### src/hise_pkg.sv
// Shared constants for the host interrupt status and enable block
package hise_pkg;

	// Register byte offsets on the processor interface
	localparam logic [15:0] IRQ_EVENT_FLAGS_OFS    = 16'h0310;
	localparam logic [15:0] IRQ_SOURCE_ENABLES_OFS = 16'h0314;

	// Bit positions shared by the status and enable registers
	localparam int ISO_BIT     = 9;
	localparam int ASYNC_BIT   = 8;
	localparam int INTR_BIT    = 7;
	localparam int CLK_BIT     = 6;
	localparam int SUSP_BIT    = 5;
	localparam int RSVD4_BIT   = 4;
	localparam int DMA_BIT     = 3;
	localparam int RSVD2_BIT   = 2;
	localparam int SOF_BIT     = 1;
	localparam int RSVD0_BIT   = 0;

	// Bits that hold a live flag or enable
	localparam logic [31:0] SRC_MASK = 32'h0000_03ea;

	// Reset values
	localparam logic [31:0] ENABLES_RST = 32'h0000_0000;
	localparam logic [31:0] FLAGS_RST   = 32'h0000_0000;

	// Settling time of the reserved status bits after reset
	localparam int CLK_PERIOD_NS = 4;
	localparam int SETTLE_NS     = 1000;
	// Least time: round up to whole cycles
	localparam int SETTLE_CYC    = (SETTLE_NS + CLK_PERIOD_NS - 1) / CLK_PERIOD_NS;

endpackage

### src/hise_top.sv
// Interrupt status flags, source enables and IRQ output of the host core
`timescale 1ns/1ns
`default_nettype none

// What this block does
// - Frame start sets bit 1 flag
// - Reserved bits 2,0 read 0, later 1
// - Frame start IRQ only when bit 1 enabled
// - Isochronous IRQ only when bit 9 enabled
// - Async list IRQ only when bit 8 enabled
// - Interrupt transfer IRQ only when bit 7 enabled
// - Clock stable IRQ only when bit 6 enabled
// - Suspend entry IRQ only when bit 5 enabled
// - DMA done IRQ only when bit 3 enabled
// - Descriptor completions set bits 9, 8, 7
// - Stable clocks set bit 6 flag
// - Suspend sets bit 5, DMA bit 3
module hise_top #(
	parameter int ADDR_W = 16,                        // Processor address width
	parameter int SETTLE = hise_pkg::SETTLE_CYC       // Reserved bit settle cycles
) (
	input  wire  logic              clock_i,          // Core clock, 250 MHz
	input  wire  logic              srst_i,           // Synchronous reset
	input  wire  logic              bus_sel_i,        // Register access select
	input  wire  logic              bus_wr_i,         // Write strobe
	input  wire  logic              bus_rd_i,         // Read strobe
	input  wire  logic [ADDR_W-1:0] bus_addr_i,       // Byte address
	input  wire  logic [31:0]       bus_wdata_i,      // Write data
	output logic       [31:0]       bus_rdata_o,      // Read data, registered
	input  wire  logic              frame_start_i,    // Frame start pulse
	input  wire  logic              iso_done_i,       // Isochronous match done
	input  wire  logic              async_done_i,     // Async list match done
	input  wire  logic              intr_done_i,      // Interrupt transfer match done
	input  wire  logic              clk_stable_i,     // Internal clocks stable
	input  wire  logic              suspend_entry_i,  // Suspend entered
	input  wire  logic              dma_done_i,       // DMA transfer complete
	output logic                    irq_o             // IRQ line, active high
);

	// Refuse an address too narrow for the register offsets
	if (ADDR_W < 10) begin : g_bad_addr
		$error("hise_top: ADDR_W must be at least 10");
	end
	// Refuse a settle time the counter cannot hold
	if (SETTLE < 1 || SETTLE > 4096) begin : g_bad_settle
		$error("hise_top: SETTLE must lie in 1..4096");
	end

	localparam int CNT_W = $clog2(SETTLE + 1);        // Settle counter width
	localparam logic [CNT_W-1:0] SETTLE_END = CNT_W'(SETTLE);

	// Address decode, shared by read and write paths
	function automatic logic hit(input logic [ADDR_W-1:0] a,
		input logic [15:0] ofs);
		hit = (a == ADDR_W'(ofs));
	endfunction

	// Decoded accesses
	logic wr_flags;       // Write to the status register
	logic wr_en;          // Write to the enable register
	logic rd_any;         // Any read access

	// Decode write strobes against the two offsets; the read strobe takes any address
	always_comb begin
		wr_flags = bus_sel_i && bus_wr_i && hit(bus_addr_i, hise_pkg::IRQ_EVENT_FLAGS_OFS);
		wr_en    = bus_sel_i && bus_wr_i && hit(bus_addr_i, hise_pkg::IRQ_SOURCE_ENABLES_OFS);
		rd_any   = bus_sel_i && bus_rd_i;
	end

	// Event vector laid out at register bit positions
	logic [31:0] ev_set;      // Set pulses per bit
	logic [31:0] ev_clr;      // Write-one-to-clear pulses per bit
	logic [31:0] flags;       // Sticky flags from the bank

	// Map events onto their flag positions
	always_comb begin
		ev_set = '0;
		ev_set[hise_pkg::SOF_BIT]   = frame_start_i;
		ev_set[hise_pkg::ISO_BIT]   = iso_done_i;
		ev_set[hise_pkg::ASYNC_BIT] = async_done_i;
		ev_set[hise_pkg::INTR_BIT]  = intr_done_i;
		ev_set[hise_pkg::CLK_BIT]   = clk_stable_i;
		ev_set[hise_pkg::SUSP_BIT]  = suspend_entry_i;
		ev_set[hise_pkg::DMA_BIT]   = dma_done_i;
		// Ones written to live bits clear them; reserved bits ignore writes
		ev_clr = wr_flags ? (bus_wdata_i & hise_pkg::SRC_MASK) : '0;
	end

	// Sticky flags; a set in the clearing cycle wins
	hise_flag_bank #(
		.WIDTH   (32)
	) u_flags (
		.clock_i (clock_i),
		.srst_i  (srst_i),
		.set_i   (ev_set),
		.clr_i   (ev_clr),
		.flags_o (flags)
	);

	// Enable register state
	logic [31:0] en_ff;       // Source enables
	logic [31:0] nxt_en;      // Next source enables

	// Only live enable bits are stored; reserved enables read zero
	always_comb begin
		nxt_en = en_ff;
		if (wr_en) begin
			nxt_en = bus_wdata_i & hise_pkg::SRC_MASK;
		end
	end

	// Register the enables; reset clears every source
	always_ff @(posedge clock_i) begin
		if (srst_i) begin
			en_ff <= hise_pkg::ENABLES_RST;
		end else begin
			en_ff <= nxt_en;
		end
	end

	// Reserved status bits settle state
	logic [CNT_W-1:0] settle_ff;      // Cycles since reset release
	logic [CNT_W-1:0] nxt_settle;     // Next count
	logic             rsvd_one_ff;    // Reserved bits now read one
	logic             nxt_rsvd_one;   // Next reserved level

	// Count from reset until the reserved bits turn to one
	always_comb begin
		nxt_settle   = settle_ff;
		nxt_rsvd_one = rsvd_one_ff;
		if (!rsvd_one_ff) begin
			if (settle_ff == SETTLE_END - CNT_W'(1)) begin
				nxt_rsvd_one = 1'b1;
			end else begin
				nxt_settle = settle_ff + CNT_W'(1);
			end
		end
	end

	// Register the settle state; reset brings the bits back to zero
	always_ff @(posedge clock_i) begin
		if (srst_i) begin
			settle_ff   <= '0;
			rsvd_one_ff <= 1'b0;
		end else begin
			settle_ff   <= nxt_settle;
			rsvd_one_ff <= nxt_rsvd_one;
		end
	end

	// Full status word as software sees it
	logic [31:0] status_word;     // Flags plus reserved bits

	// Reserved bits 2 and 0 follow the settle level; bit 4 reads zero
	always_comb begin
		status_word = flags & hise_pkg::SRC_MASK;
		status_word[hise_pkg::RSVD2_BIT] = rsvd_one_ff;
		status_word[hise_pkg::RSVD0_BIT] = rsvd_one_ff;
	end

	// Read data and IRQ state
	logic [31:0] rdata_ff;        // Read data register
	logic [31:0] nxt_rdata;       // Next read data
	logic        irq_ff;          // IRQ line register
	logic        nxt_irq;         // Next IRQ level

	// Read mux and IRQ combine
	always_comb begin
		nxt_rdata = rdata_ff;
		if (rd_any) begin
			if (hit(bus_addr_i, hise_pkg::IRQ_EVENT_FLAGS_OFS)) begin
				nxt_rdata = status_word;
			end else if (hit(bus_addr_i, hise_pkg::IRQ_SOURCE_ENABLES_OFS)) begin
				nxt_rdata = en_ff;
			end else begin
				nxt_rdata = '0;                               // Unmapped reads zero
			end
		end
		// Each flag reaches the line only through its own enable
		nxt_irq = |(flags & en_ff & hise_pkg::SRC_MASK);
	end

	// Register read data and IRQ
	always_ff @(posedge clock_i) begin
		if (srst_i) begin
			rdata_ff <= '0;
			irq_ff   <= 1'b0;
		end else begin
			rdata_ff <= nxt_rdata;
			irq_ff   <= nxt_irq;
		end
	end

	assign bus_rdata_o = rdata_ff;
	assign irq_o       = irq_ff;
endmodule // hise_top

`default_nettype wire

### src/hise_flag_bank.sv
// Bank of sticky event flags, set by hardware and cleared by software
`timescale 1ns/1ns
`default_nettype none

module hise_flag_bank #(
	parameter int WIDTH = 32
) (
	input  wire  logic             clock_i,  // Core clock
	input  wire  logic             srst_i,   // Synchronous reset
	input  wire  logic [WIDTH-1:0] set_i,    // Event pulses
	input  wire  logic [WIDTH-1:0] clr_i,    // Clear pulses
	output logic       [WIDTH-1:0] flags_o   // Sticky flags
);

	// Refuse a bank with no flags
	if (WIDTH < 1) begin : g_bad_width
		$error("hise_flag_bank: WIDTH must be at least 1");
	end

	logic [WIDTH-1:0] flags_ff;      // Flag state
	logic [WIDTH-1:0] nxt_flags;     // Next flag state

	// One flag per bit: a set in the clearing cycle wins
	for (genvar i = 0; i < WIDTH; i++) begin : g_flag
		always_comb begin
			if (set_i[i]) begin
				nxt_flags[i] = 1'b1;
			end else if (clr_i[i]) begin
				nxt_flags[i] = 1'b0;
			end else begin
				nxt_flags[i] = flags_ff[i];
			end
		end
	end

	// Register the flags
	always_ff @(posedge clock_i) begin
		if (srst_i) begin
			flags_ff <= '0;
		end else begin
			flags_ff <= nxt_flags;
		end
	end

	assign flags_o = flags_ff;

endmodule // hise_flag_bank

`default_nettype wire

### config.mk
export PLATFORM = sky130hd
export DESIGN_NAME = hise_top
export DESIGN_NICKNAME = d
export VERILOG_FILES = /design/src/hise_pkg.sv /design/src/hise_top.sv /design/src/hise_flag_bank.sv
export SDC_FILE = /design/constraint.sdc
export NUM_CORES = 1
export LEC_CHECK = 0
export ABC_CLOCK_PERIOD_IN_PS = 1700
export BUFFER_PORTS_ARGS = -buffer_cell sky130_fd_sc_hd__buf_2
export CAP_MARGIN = 20
export CELL_PAD_IN_SITES_DETAIL_PLACEMENT = 1
export CELL_PAD_IN_SITES_GLOBAL_PLACEMENT = 1
export CORE_MARGIN = 2
export CORE_UTILIZATION = 31
export DETAILED_ROUTE_END_ITERATION = 8
export PLACE_DENSITY = 0.81
export SETUP_SLACK_MARGIN = 0.5
export SKIP_LAST_GASP = 1
export SLEW_MARGIN = 20
export SYNTH_ARGS = -nofsm -noshare
export SYNTH_HDL_FRONTEND = slang
export SYNTH_SLANG_ARGS = --single-unit
### constraint.sdc
create_clock -name clock_i -period 1.7 [get_ports clock_i]
set_input_delay 0.17 -clock clock_i [delete_from_list [all_inputs] [get_ports clock_i]]
set_output_delay 0.17 -clock clock_i [all_outputs]
set_load 0.02 [all_outputs]
Yosys cells after proc, flatten, opt, wreduce, memory -nomap -nowiden:

Index checks and enable logic that the tools add are counted.

* ROM bits: 0
* latch bits: 0
* RAM bits: 0
* bits of input ports: 60
* memories: 0
* register bits after elaboration: 56
* output and inout bits: 33

* bitwise operators: 3
* magnitude comparators: 0
* equal/unequal tests: 3
* shift-type cells: 0
* reduce and logical (&&, ||, !) cells: 13
* divide/modulo/power cells: 0
* multiply operators: 0
* mux-type cells: 19
* $add $sub $neg: 1

Operator list (number)
* == test 16 x 10 -> 1 bit, second input constant: 2
* two-way mux 10 bit: 3
* two-way mux 1 bit: 16
* nonzero test 2 bit: 7
* AND 10 bit: 1
* adder 8 x 1 -> 8 bit, second input constant: 1
* == test 8 bit, second input constant: 1
* OR reduction 7 bit: 1
* logical AND 1 bit: 4
* NOT 1 bit: 2
* AND reduction 2 bit: 1

Depth between registers and ports, before layout:

Gate-level depths: netlist of the first run.

* depth after elaboration: 5
* depth in mapped cells: 6
* depth with buffers taken out: 6

By module:

Synthesis of the first run repeated with hierarchy kept, for this count alone.

* cells, all modules: 290
* area, all modules: 2571.2 um^2

By module, submodules not included
* hise_top: area each 1416.4 um^2, seq. area each 500.5 um^2, cells an instance 159, instances 1
* hise_flag_bank: area each 1154.9 um^2, seq. area each 640.6 um^2, cells an instance 131, instances 1

Least setup slack after synthesis of the first run:

OpenSTA, ideal clock, no wires.

* kind: input to register
* from: in bus_addr_i[14]
* to: reg rdata_ff[1], in the netlist bus_rdata_o[1]
* path slack: 0.415 ns
* stages on the path: 4
* setup time: 0.067 ns
* arrival time: 1.218 ns
* buffers on the path: 0
* cell sequence: nor4b_4 nand4_4 or3_4 o21ai_2

* word-level cells in the longest chain between the ends: 3
* elaborated cells between the ends (all ways): 4
* those cells by class: eq/ne: 2; mux: 2

Ends and longest elaborated chain
* start: declaration: RTL line hise_top.sv:27 `input wire logic [ADDR_W-1:0] bus_addr_i,`
* == test 16 x 10 -> 1 bit: RTL line hise_top.sv:55 `hit = (a == ADDR_W'(ofs));`
* two-way mux 10 bit: RTL line hise_top.sv:173 `end else if (hit(bus_addr_i, hise_pkg::IRQ_SOURCE_ENABLES_OFS)) begin`
* two-way mux 10 bit (*): RTL line hise_top.sv:171 `if (hit(bus_addr_i, hise_pkg::IRQ_EVENT_FLAGS_OFS)) begin`
* end signal: assignment: RTL line hise_top.sv:189 `rdata_ff <= nxt_rdata;`
* end: declaration: RTL line hise_top.sv:162 `logic [31:0] rdata_ff;`

Every way passes the cells marked *; elsewhere a longest branch is shown, timed or not.
A chain may end at the register's enable or synchronous reset.

Worst setup path in the final report of the first run:

* from: reg settle_ff[1]
* to: reg settle_ff[1]

* word-level cells in the longest chain between the ends: 3
* elaborated cells between the ends (all ways): 4
* those cells by class: add/sub: 1; eq/ne: 1; bitwise: 1; reduce/logical: 1

Ends and longest elaborated chain
* start: declaration: RTL line hise_top.sv:122 `logic [CNT_W-1:0] settle_ff;`
* start signal: assignment: RTL line hise_top.sv:146 `settle_ff <= nxt_settle;`
* parallel branches: the longest is 3 deep, another holds adder 8 x 1 -> 8 bit

Parallel ways; which one is timed is not known.

==> metrics.md, run 1 <==
| Metric | Value |
|---|---|
| Status | `finished clean` |
| I/O Buffers | `44` |
| Max Freq | `around 0.8 GHz` |
| Cell Int Power | `approximately 1.1 mW` |
| Initial antenna violation count | `0` |
| Yosys reg bits | `32` |
| Root Buffer | `clkbuf_8` |
| Min cycle time layout | `1.28 ns` |
| Total clock sinks | `32` |
| Fin nets | `303` |
| Placed instance area | `0.00186 mm^2` |
| CTS tree | `yes` |
| Die Area | `roughly 0.006 mm^2` |
| Vert. Die Dim | `77.4 um` |
| Worst-Margin Slew | `0.515 ns` |
| Num CTS Buffers | `5` |
| Arrival time worst endpoint | `1.47 ns` |
| Core box area | `0.00514 mm^2` |
| Top-count cell post-synth | `dfxtp_1` |
| Total number of vias | `1449` |
| Mapped Cells | `approximately 180` |
| Global-route usage over all layers | `14.7%` |
| Final TNS setup | `0 ns` |
| 1st-pass router iterations | `4` |
| Max Clock Skew | `around 0.0027 ns` |
| Layout cells sized above 1 | `about two fifths` |
| Largest net degree at the start of global routing | `16` |
| Yosys warns | `0` |
| Vias in the first global route | `between 1000 and 1500` |
| Yosys cell types | `37` |
| Hpwl dp | `3.07 mm` |
| CP Launch Type | `register` |
| Worst-case clock buffer depth | `2` |
| Crit path capture type | `register` |
| CTS H-tree depth | `2` |
| WL/cell | `14.5 um` |
| R2R depth | `6` |
| Main synth FF type | `dfxtp_1` |
| Cell taking the most area after synthesis | `dfxtp_1` |
| CP max FO | `4` |
| Clk_lat worst skew | `about 0.28 ns` |
| Final Setup Violations | `0` |
| Avg Inst Size Synth | `9.06 um^2` |
| Sequential power share | `roughly half` |
| Worst Path Class, Setup | `register to register` |
| Worst hold path type | `input pin to register` |
| Die width | `77.4 um` |
| Fill cells | `624` |
| Final ANT Viol Nets | `0` |
| Power share of the combinational group | `13.4%` |
| Sw Pwr | `406 uW` |
| Worst Hold Depth | `3` |
| Total congestion overflow | `0` |
| Period utilization | `75.1%` |
| GPL Wtd Cong | `0.807` |
| Cell Area, Synth | `approximately 0.0017 mm^2` |
| EDFF count, synth | `0` |
| Antenna Diode Count | `0` |
| Sequential fraction of the synthesis area | `38.4%` |
| Max VDD drop | `0.264 mV` |
| First-pass GRT wire length | `a little under 7 mm` |
| Switch share | `26.5%` |
| Max-Slew Margin vs Limit | `65.5%` |
| DRC viols | `0` |
| Top cell type's share of synthesized area | `38.4%` |
| Max Slew Vio Count | `0` |
| WP data required | `roughly 1.9 ns` |
| Final wirelength | `4.50 mm` |
| Num ports | `93` |
| Design Area, Final | `0.00211 mm^2` |
| Area grow syn2layout | `26.8%` |
| Initial Utilization | `approximately 32%` |
| Clock share of power | `35.2%` |
| Power density over the cells | `725 mW/mm^2` |
| Worst-path clk slew | `0.06 ns` |
| Initial drt markers | `37` |
| Vias per inst | `4.66` |
| RSZ-0062 raised after global routing | `yes` |
| Leak | `0.928 nW` |
| Row count | `26` |
| Max-cap viol count | `0` |
| Final Hold Fails | `0` |
| Most frequent cells after synthesis | `32 x dfxtp_1, 24 x buf_4, 16 x nor2_1` |
| Post-synth ARST share | `0%` |
| Top cells by area, synth | `dfxtp_1 38%, buf_4 11%, and4b_1 4.2%, mux2i_1 4.2%, o21ai_2 3.7%` |
==> per-stage QoR <==
step / worst slack, ns / util, % / hold WS, ns / total power, mW / cells
after floorplan: 0.482 / - / 0.322 / 0.947 / 206
after global placement: 0.247 / 36.2 / 0.434 / 0.975 / 290
after detailed placement: 0.222 / 36.2 / 0.440 / 0.980 / 290
after CTS: 0.426 / 39.2 / 0.154 / 1.53 / 302
after global routing: 0.352 / 41.1 / 0.147 / 1.61 / 311
final: 0.424 / 41.1 / 0.159 / 1.53 / 311
==> cell usage in the layout, fill, tap and decap left out, types with 3 or more instances in the layout <==
cell type,count
buf_4,15
buf_6,3
nor2_1,15
buf_2,40
o21ai_2,7
nor3_1,8
nand3_1,10
a22oi_1,3
dfxtp_1,24
clkbuf_8,5
a21oi_1,10
xor2_1,3
o21ai_0,9
conb_1,23
mux2i_1,7
dfxtp_2,7
nand2_1,10
and4b_1,7
==> kinds of logic after synthesis <==
logic type	synth area share (%)
AOI/OAI and AO/OA	13.0
xor gates and xnor gates	2.10
adders and majority gates	1.50
buffers and inverters	12.8
DFF	38.4
muxes	4.88
other	0.225
and+or+nand+nor	27.1
==> layer usage <==
metal	share of wire (%)	global-route usage, %	routed length, um
met1	42	16.6	1890
met5	0	0	0
met3	5.4	5.00	242
met4	1.8	5.89	79
met2	51	25.4	2290
==> state kept, by name (all words and copies together) (netlist names) <==
signal,cells
bus_rdata_o,8
settle_ff,8
en_ff,7
u_flags.flags_o,7
irq_o,1
rsvd_one_ff,1
==> timing repair <==
item                                    CTS  global route
buffers inserted                          5             9
hold buffers                              0             0
hold endpoints to repair                  0             0
resized for setup                        14            15
pin swaps                                 6            10
endpoints found under the setup margin    6            19
==> worst max-delay path, cell delays in order (launching register included) <==
cell,delay [ns]
dfxtp_2,0.38
inv_2,0.06
ha_4,0.15
nand2_2,0.06
o31a_1,0.25
nor2_2,0.08
a211oi_2,0.21
==> area by class of cell <==
class,instances,area (um^2),area share (%)
Tap cell,70,87.6,4.14
Inverter,2,7.51,0.355
Clock inverter,1,5.00,0.237
Sequential cell,32,653,30.9
Clock buffer,6,72.6,3.43
Multi-Input combinational cell,141,927,43.8
Timing Repair Buffer,59,362,17.1
==> final timing paths <==
kind	from	end	slack (ns)
max	settle_ff[1]$_SDFFE_PP0P_	settle_ff[1]$_SDFFE_PP0P_	0.42
min	bus_wdata_i[1]	en_ff[1]$_SDFFE_PP0P_	0.16
max reg2reg	settle_ff[1]$_SDFFE_PP0P_	settle_ff[1]$_SDFFE_PP0P_	0.42
min reg2reg	bus_rdata_o[7]$_SDFFE_PP0P_	bus_rdata_o[7]$_SDFFE_PP0P_	0.45
==> power by group through the flow <==
stage          Combinational [mW]  Sequential (mW)  Clock, mW
6_report                    0.205            0.788      0.539
3_5_place_dp                0.179            0.802          0
3_3_place_gp                0.175            0.801          0
4_1_cts                     0.197            0.786      0.551
2_1_floorplan               0.150            0.797          0
5_1_grt                     0.224            0.790      0.599
Power figures use the tool's default switching activity.
==> run 2, diff against run 1 <==
ABC_CLOCK_PERIOD_IN_PS = 1040   (was 1700)
CORE_UTILIZATION = 28   (was 31)
PLACE_DENSITY = 0.78   (was 0.81)
clock period = 1.04 ns   (was 1.7 ns; I/O delays follow)
==> run 2 against run 1 <==
Effect of this change:
- critical endpoint is now settle_ff[2]$_SDFFE_PP0P_
- clock power rose by 130%
- first-iteration DRC count down 19%
- the flow now finishes with violations (negative setup slack)
- largest cell class unchanged
- flip-flop and latch count unchanged
- clock-buffer cell count up 2
- utilization grew 2.6 points
- via count grew 9.6%
- routed wire length grew 15%
- die area rose by 10%
- fmax increased by 3.6%
- largest power group unchanged
==> metrics.md, run 2 (synthesis gave the netlist of run 1 again) <==
| Metric | Value |
|---|---|
| WP data required | `1.27 ns (-0.62 ns)` |
| Max-Slew Margin vs Limit | `63.9% (-1.7 points)` |
| R2R Path End | `settle_ff[2]$_SDFFE_PP0P_` |
| Failing checks | `negative setup slack` |
| CP max FO | `4 (unchanged)` |
| Die width | `81.2 um (+5.0%)` |
| Power density over the cells | `1140 mW/mm^2 (+58%)` |
| Worst hold path type | `input pin to register` |
| Worst Path Class, Setup | `register to register` |
| Setup ws final | `-0.192 ns (-0.616 ns)` |
| Total clock sinks | `32 (unchanged)` |
| Initial antenna violation count | `0 (unchanged)` |
| Worst-Margin Slew | `0.542 ns (+0.0267 ns)` |
| 1st-pass router iterations | `4 (unchanged)` |
| Max-cap viol count | `0 (unchanged)` |
| WL/cell | `15.5 um (+7.2%)` |
| Arrival time worst endpoint | `1.46 ns (about the same)` |
| Max Freq | `0.812 GHz (+3.6%)` |
| CP Launch Point | `settle_ff[0]$_SDFFE_PP0P_` |
| Final TNS setup | `-1.95 ns (-1.95 ns)` |
| Leak | `1.09 nW (+18%)` |
| Vias in the first global route | `1677 (+15%)` |
| Initial Utilization | `28.5% (-3.9 points)` |
| DR WL met3 | `291 um (+20%)` |
| Fin cells | `335 (+7.7%)` |
| Vias per inst | `4.74 (+1.7%)` |
| Crit path capture type | `register` |
| Worst-case clock buffer depth | `2 (unchanged)` |
| Num CTS Buffers | `5 (unchanged)` |
| CTS tree | `yes` |
| Row count | `28 (+7.7%)` |
| WL met2 | `2.71 mm (+18%)` |
| Fin nets | `321 (+5.9%)` |
| Final wirelength | `5.19 mm (+15%)` |
| Hpwl dp | `3.49 mm (+14%)` |
| Period utilization | `118% (+43 points)` |
| Total power draw | `2.93 mW (+91%)` |
| Placed instance count | `313 (+7.9%)` |
| Design Area, Final | `0.00256 mm^2 (+21%)` |
| R2R Setup Slk | `-0.19 ns (-0.62 ns)` |
| Reg area | `667 um^2 (+2.1%)` |
| Antenna Diode Count | `0 (unchanged)` |
| Layout cells sized above 1 | `56.9% (+17 points)` |
| First-pass GRT wire length | `8.06 mm (+18%)` |
| RSZ-0062 raised after global routing | `yes` |
| R2R Path Start | `settle_ff[0]$_SDFFE_PP0P_` |
| CP Launch Type | `register` |
| Highest metal used | `met4` |
| CP max stage cell | `dfxtp_4` |
| Max Slew Vio Count | `0 (unchanged)` |
| Vert. Die Dim | `81.2 um (+5.0%)` |
| Final Setup Violations | `22 (+22)` |
| Crit path to | `settle_ff[2]$_SDFFE_PP0P_` |
| Final Hold Fails | `0 (unchanged)` |
| Max Clock Skew | `0.00242 ns (-0.000240 ns)` |
| Largest net degree at the start of global routing | `12 (-4)` |
| Most common cell after layout, fill and taps aside | `buf_2` |
| Metal-1 WL | `2.12 mm (+12%)` |
| Area grow syn2layout | `53.5%` |
| Status | `finished, violations left` |
| Crit path depth | `6 (unchanged)` |
| Cell Chain, Critical Path | `buf_6, ha_4, nor2b_4, o21ai_2, mux2_4, nor2_2` |
| Total congestion overflow | `0 (unchanged)` |
| Bufs and invs on worst path | `1 (unchanged)` |
| Core box area | `0.00585 mm^2 (+14%)` |
| Global-route usage over all layers | `16.3% (+1.6 points)` |
| Num ports | `93 (unchanged)` |
| Root Buffer | `clkbuf_8` |
| R2R depth | `6 (unchanged)` |
| Placed instance area | `0.00203 mm^2 (+9.3%)` |
| Worst-path clk slew | `0.07 ns (about the same)` |
| Commonest cells after routing, fill and taps aside | `29 x buf_2, 26 x buf_4, 23 x conb_1` |
| GPL Wtd Cong | `0.754 (-6.6%)` |
| Fill cells | `669 (+7.2%)` |
| Pre-CTS WS | `-0.308 ns (-0.530 ns)` |
| Max VDD drop | `0.529 mV (+100%)` |
| Critical path's largest stage delay | `0.38 ns (about the same)` |
| Final ANT Viol Nets | `0 (unchanged)` |
| CP top delay family | `flip-flops` |
| CTS H-tree depth | `2 (unchanged)` |
| Total number of vias | `1588 (+9.6%)` |
| Clk_lat worst skew | `0.29 ns (about the same)` |
| DRC viols | `0 (unchanged)` |
| I/O Buffers | `44 (unchanged)` |
| Multi-input logic area | `0.00107 mm^2 (+16%)` |
| Min cycle time layout | `1.23 ns (-0.0439 ns)` |
| Die Area | `0.00659 mm^2 (+10%)` |
| Initial drt markers | `30 (-19%)` |
run 2: cell count changes in the layout (fill, tap and decap cells not counted), sizes merged:
cell,delta
buf,+18
clkbuf,+2
clkinv,-1
run 2: cell type report:
class                   count  share of cell area, %
clock buffers               8                   4.74
inverters                   2                  0.293
multi-input cells         141                   41.8
flip-flops and latches     32                   26.1
well taps                  75                   3.67
repair buffers             77                   23.4
run 2: routing by layer:
metal,vias up,track usage [%]
met5,-,0
met3,6,3.22
met2,60,30.0
met4,0,5.93
met1,762,18.4
li1,760,-
run 2: stage by stage:
stage | hold WS (ns) | util [%]
after detailed placement | 0.356 | 34.7
after global placement | 0.353 | 34.7
after CTS | 0.0445 | 41.6
after floorplan | 0.256 | -
after global routing | 0.0572 | 43.8
final | 0.0553 | 43.8
run 2: worst min-delay path by stage:
| stage | from | endpoint | cells after the start |
|---|---|---|---|
| after floorplan | bus_wdata_i[1] | en_ff[1]$_SDFFE_PP0P_ | 2 |
| after global placement | srst_i | u_flags.flags_o[5]$_SDFFE_PP0P_ | 2 |
| after detailed placement | srst_i | u_flags.flags_o[3]$_SDFFE_PP0P_ | 2 |
| after CTS | srst_i | u_flags.flags_o[5]$_SDFFE_PP0P_ | 2 |
| after global routing | srst_i | u_flags.flags_o[5]$_SDFFE_PP0P_ | 2 |
| final | srst_i | u_flags.flags_o[5]$_SDFFE_PP0P_ | 2 |
run 2: power by group:
part | internal [mW] | switching [mW]
registers | 1.25 | 0.0274
logic | 0.179 | 0.250
clock network | 0.748 | 0.472
run 2: timing repair:
action / in CTS / in global routing
setup buffers: 8 / 6
pin swaps: 35 / 19
resized for setup: 76 / 18
hold buffers: 0 / 0
endpoints found under the setup margin: 42 / 42
==> run 3, diff against run 2 <==
CORE_UTILIZATION = 29   (was 28)
CTS_BUF_LIST = sky130_fd_sc_hd__clkbuf_2   (was not set)
PLACE_DENSITY = 0.8   (was 0.78)
==> run 3 against run 2 <==
Effect of this change:
- the flow finishes with violations (negative hold slack, negative setup slack)
- register-to-register slack got worse by 0.02 ns
- cell area decreased by 5.2%
- global-route usage decreased by 1.7 points
- routed wire length decreased by 14%
- combinational power decreased by 6.8%
- critical path type unchanged
- largest power group unchanged
- critical path depth unchanged
- first-iteration DRC count increased by 3.3%
- fmax decreased by 1.4%
- sequential power about the same
- clock-buffer cell count decreased by 3
==> metrics.md, run 3 (synthesis gave the netlist of run 1 again) <==
| Metric | Value |
|---|---|
| Max Clock Skew | `0.0128 ns (+0.0104 ns)` |
| WP data required | `1.31 ns (+0.04 ns)` |
| Root Buffer | `clkbuf_2` |
| Fin cells | `325 (-3.0%)` |
| CP max FO | `4 (unchanged)` |
| Worst hold path type | `input pin to register` |
| Initial drt markers | `31 (+3.3%)` |
| Hpwl dp | `3.28 mm (-6.0%)` |
| Crit path capture type | `register` |
| Setup ws final | `-0.209 ns (-0.0169 ns)` |
| Die Area | `0.00637 mm^2 (-3.3%)` |
| Period utilization | `120% (+1.6 points)` |
| Finished Core Util | `43.8% (+0.057 points)` |
| Most common cell after layout, fill and taps aside | `buf_2` |
| Largest net degree at the start of global routing | `19 (+7)` |
| I/O Buffers | `44 (unchanged)` |
| Worst-case clock buffer depth | `2 (unchanged)` |
| Final ANT Viol Nets | `0 (unchanged)` |
| Num CTS Buffers | `5 (unchanged)` |
| Final wirelength | `4.46 mm (-14%)` |
| Clk_lat worst skew | `0.38 ns (+0.09 ns)` |
| Vias in the first global route | `1506 (-10%)` |
| Antenna Diode Count | `0 (unchanged)` |
| Max Slew Vio Count | `0 (unchanged)` |
| Final TNS setup | `-1.15 ns (+0.805 ns)` |
| Final Setup Violations | `9 (-59%)` |
| Min cycle time layout | `1.25 ns (+0.0169 ns)` |
| Pre-CTS WS | `-0.295 ns (+0.0130 ns)` |
| 1st-pass router iterations | `4 (unchanged)` |
| Power share of the combinational group | `15.8% (+1.2 points)` |
| Max VDD drop | `0.467 mV (-12%)` |
| Total number of vias | `1525 (-4.0%)` |
| Sw Pwr | `703 uW (-6.2%)` |
| RSZ-0062 raised after global routing | `yes` |
| CTS tree | `yes` |
| Vias per inst | `4.69 (-1.0%)` |
| Total congestion overflow | `0 (unchanged)` |
| Fill cells | `647 (-3.3%)` |
| Arrival time worst endpoint | `1.52 ns (+0.06 ns)` |
| Fin nets | `314 (-2.2%)` |
| Status | `finished, violations left` |
| Leak | `1.02 nW (-6.2%)` |
| Design Area, Final | `0.00243 mm^2 (-5.2%)` |
| DRC viols | `0 (unchanged)` |
| Max Freq | `0.801 GHz (-1.4%)` |
| First-pass GRT wire length | `7.23 mm (-10%)` |
| WHS | `-0.0432 ns (-0.0986 ns)` |
| Power density over the cells | `1040 mW/mm^2 (-9.0%)` |
| Cell Int Power | `1.83 mW (-16%)` |
| WL/cell | `13.7 um (-12%)` |
| CTS H-tree depth | `2 (unchanged)` |
| Vert. Die Dim | `79.8 um (-1.7%)` |
| Clock share of power | `33.5% (-8.1 points)` |
| Max-cap viol count | `0 (unchanged)` |
| Worst-path clk slew | `0.19 ns (+0.12 ns)` |
| Total clock sinks | `32 (unchanged)` |
| Switch share | `27.8% (+2.2 points)` |
| Failing checks | `negative hold slack, negative setup slack` |
| Sequential power share | `50.7% (+7.0 points)` |
| Die width | `79.8 um (-1.7%)` |
| CP Launch Type | `register` |
| Row count | `27 (-3.6%)` |
| Core box area | `0.00554 mm^2 (-5.3%)` |
| Layout cells sized above 1 | `56.5% (-0.40 points)` |
| Num ports | `93 (unchanged)` |
| GPL Wtd Cong | `0.746 (-1.1%)` |
| Global-route usage over all layers | `14.5% (-1.7 points)` |
| Worst Path Class, Setup | `register to register` |
| Total power draw | `2.53 mW (-14%)` |
| Commonest cells after routing, fill and taps aside | `27 x buf_2, 23 x conb_1, 23 x buf_4` |
| Area grow syn2layout | `45.5%` |
| Initial antenna violation count | `0 (unchanged)` |
| Initial Utilization | `30.1% (+1.6 points)` |
| Placed instance count | `307 (-1.9%)` |
| Placed instance area | `0.00201 mm^2 (-1.3%)` |
| Final Hold Fails | `13 (+13)` |
## run 3: changes by cell type in the layout (fill, tap and decap cells not counted), moves of 3 or more
cell,change
buf_4,-3
dfxtp_1,-4
nand3_2,+3
clkbuf_2,+5
clkbuf_8,-7
dfxtp_2,+3
## run 3: final timing paths
kind                                             startpoint                     endpoint  slack [ns]  cells past startpoint
worst max-delay path              settle_ff[1]$_SDFFE_PP0P_    settle_ff[0]$_SDFFE_PP0P_       -0.21                      6
worst min-delay path                         bus_wdata_i[5]        en_ff[5]$_SDFFE_PP0P_       -0.04                      3
worst max register to register    settle_ff[1]$_SDFFE_PP0P_    settle_ff[0]$_SDFFE_PP0P_       -0.21                      6
worst min register to register  bus_rdata_o[3]$_SDFFE_PP0P_  bus_rdata_o[3]$_SDFFE_PP0P_        0.48                      2
## run 3: timing repair
action,4_1_cts,5_1_grt
setup buffers,6,4
hold endpoints to repair,13,13
resized for setup,69,21
pin swaps,30,20
cloned,0,0
setup endpoints to repair,42,42
## run 3: power groups by stage
stage	Sequential (mW)	Clock (mW)	Combinational (mW)
global route	1.29	0.939	0.437
finish	1.28	0.846	0.400
detailed placement	1.31	0	0.327
CTS	1.28	0.870	0.368
floorplan	1.30	0	0.250
global placement	1.31	0	0.320
## run 3: metal layers
| metal | track usage, % | part of all wire, % | up-vias |
|---|---|---|---|
| li1 | - | - | 749 |
| met1 | 17.7 | 43 | 723 |
| met2 | 24.7 | 50 | 51 |
| met3 | 4.19 | 6.3 | 2 |
| met4 | 4.58 | 0.90 | 0 |
| met5 | 0 | 0 | - |
## run 3: final cells by class
type                            count  area (um^2)  share of cell area [%]
Tap cell                           72         90.1                    3.71
Sequential cell                    32          674                    27.8
Multi-Input combinational cell    141         1040                    43.0
Clock inverter                      3         42.5                    1.75
Timing Repair Buffer               70          544                    22.4
Clock buffer                        5         25.0                    1.03
Inverter                            2         7.51                   0.309
## run 3: critical path, cell delays in order (launching register included)
cell and delay [ns]:
dfxtp_4 0.39, inv_2 0.04, ha_1 0.12, nand2_1 0.07
o31a_1 0.32, xnor2_1 0.17, nor2_1 0.05
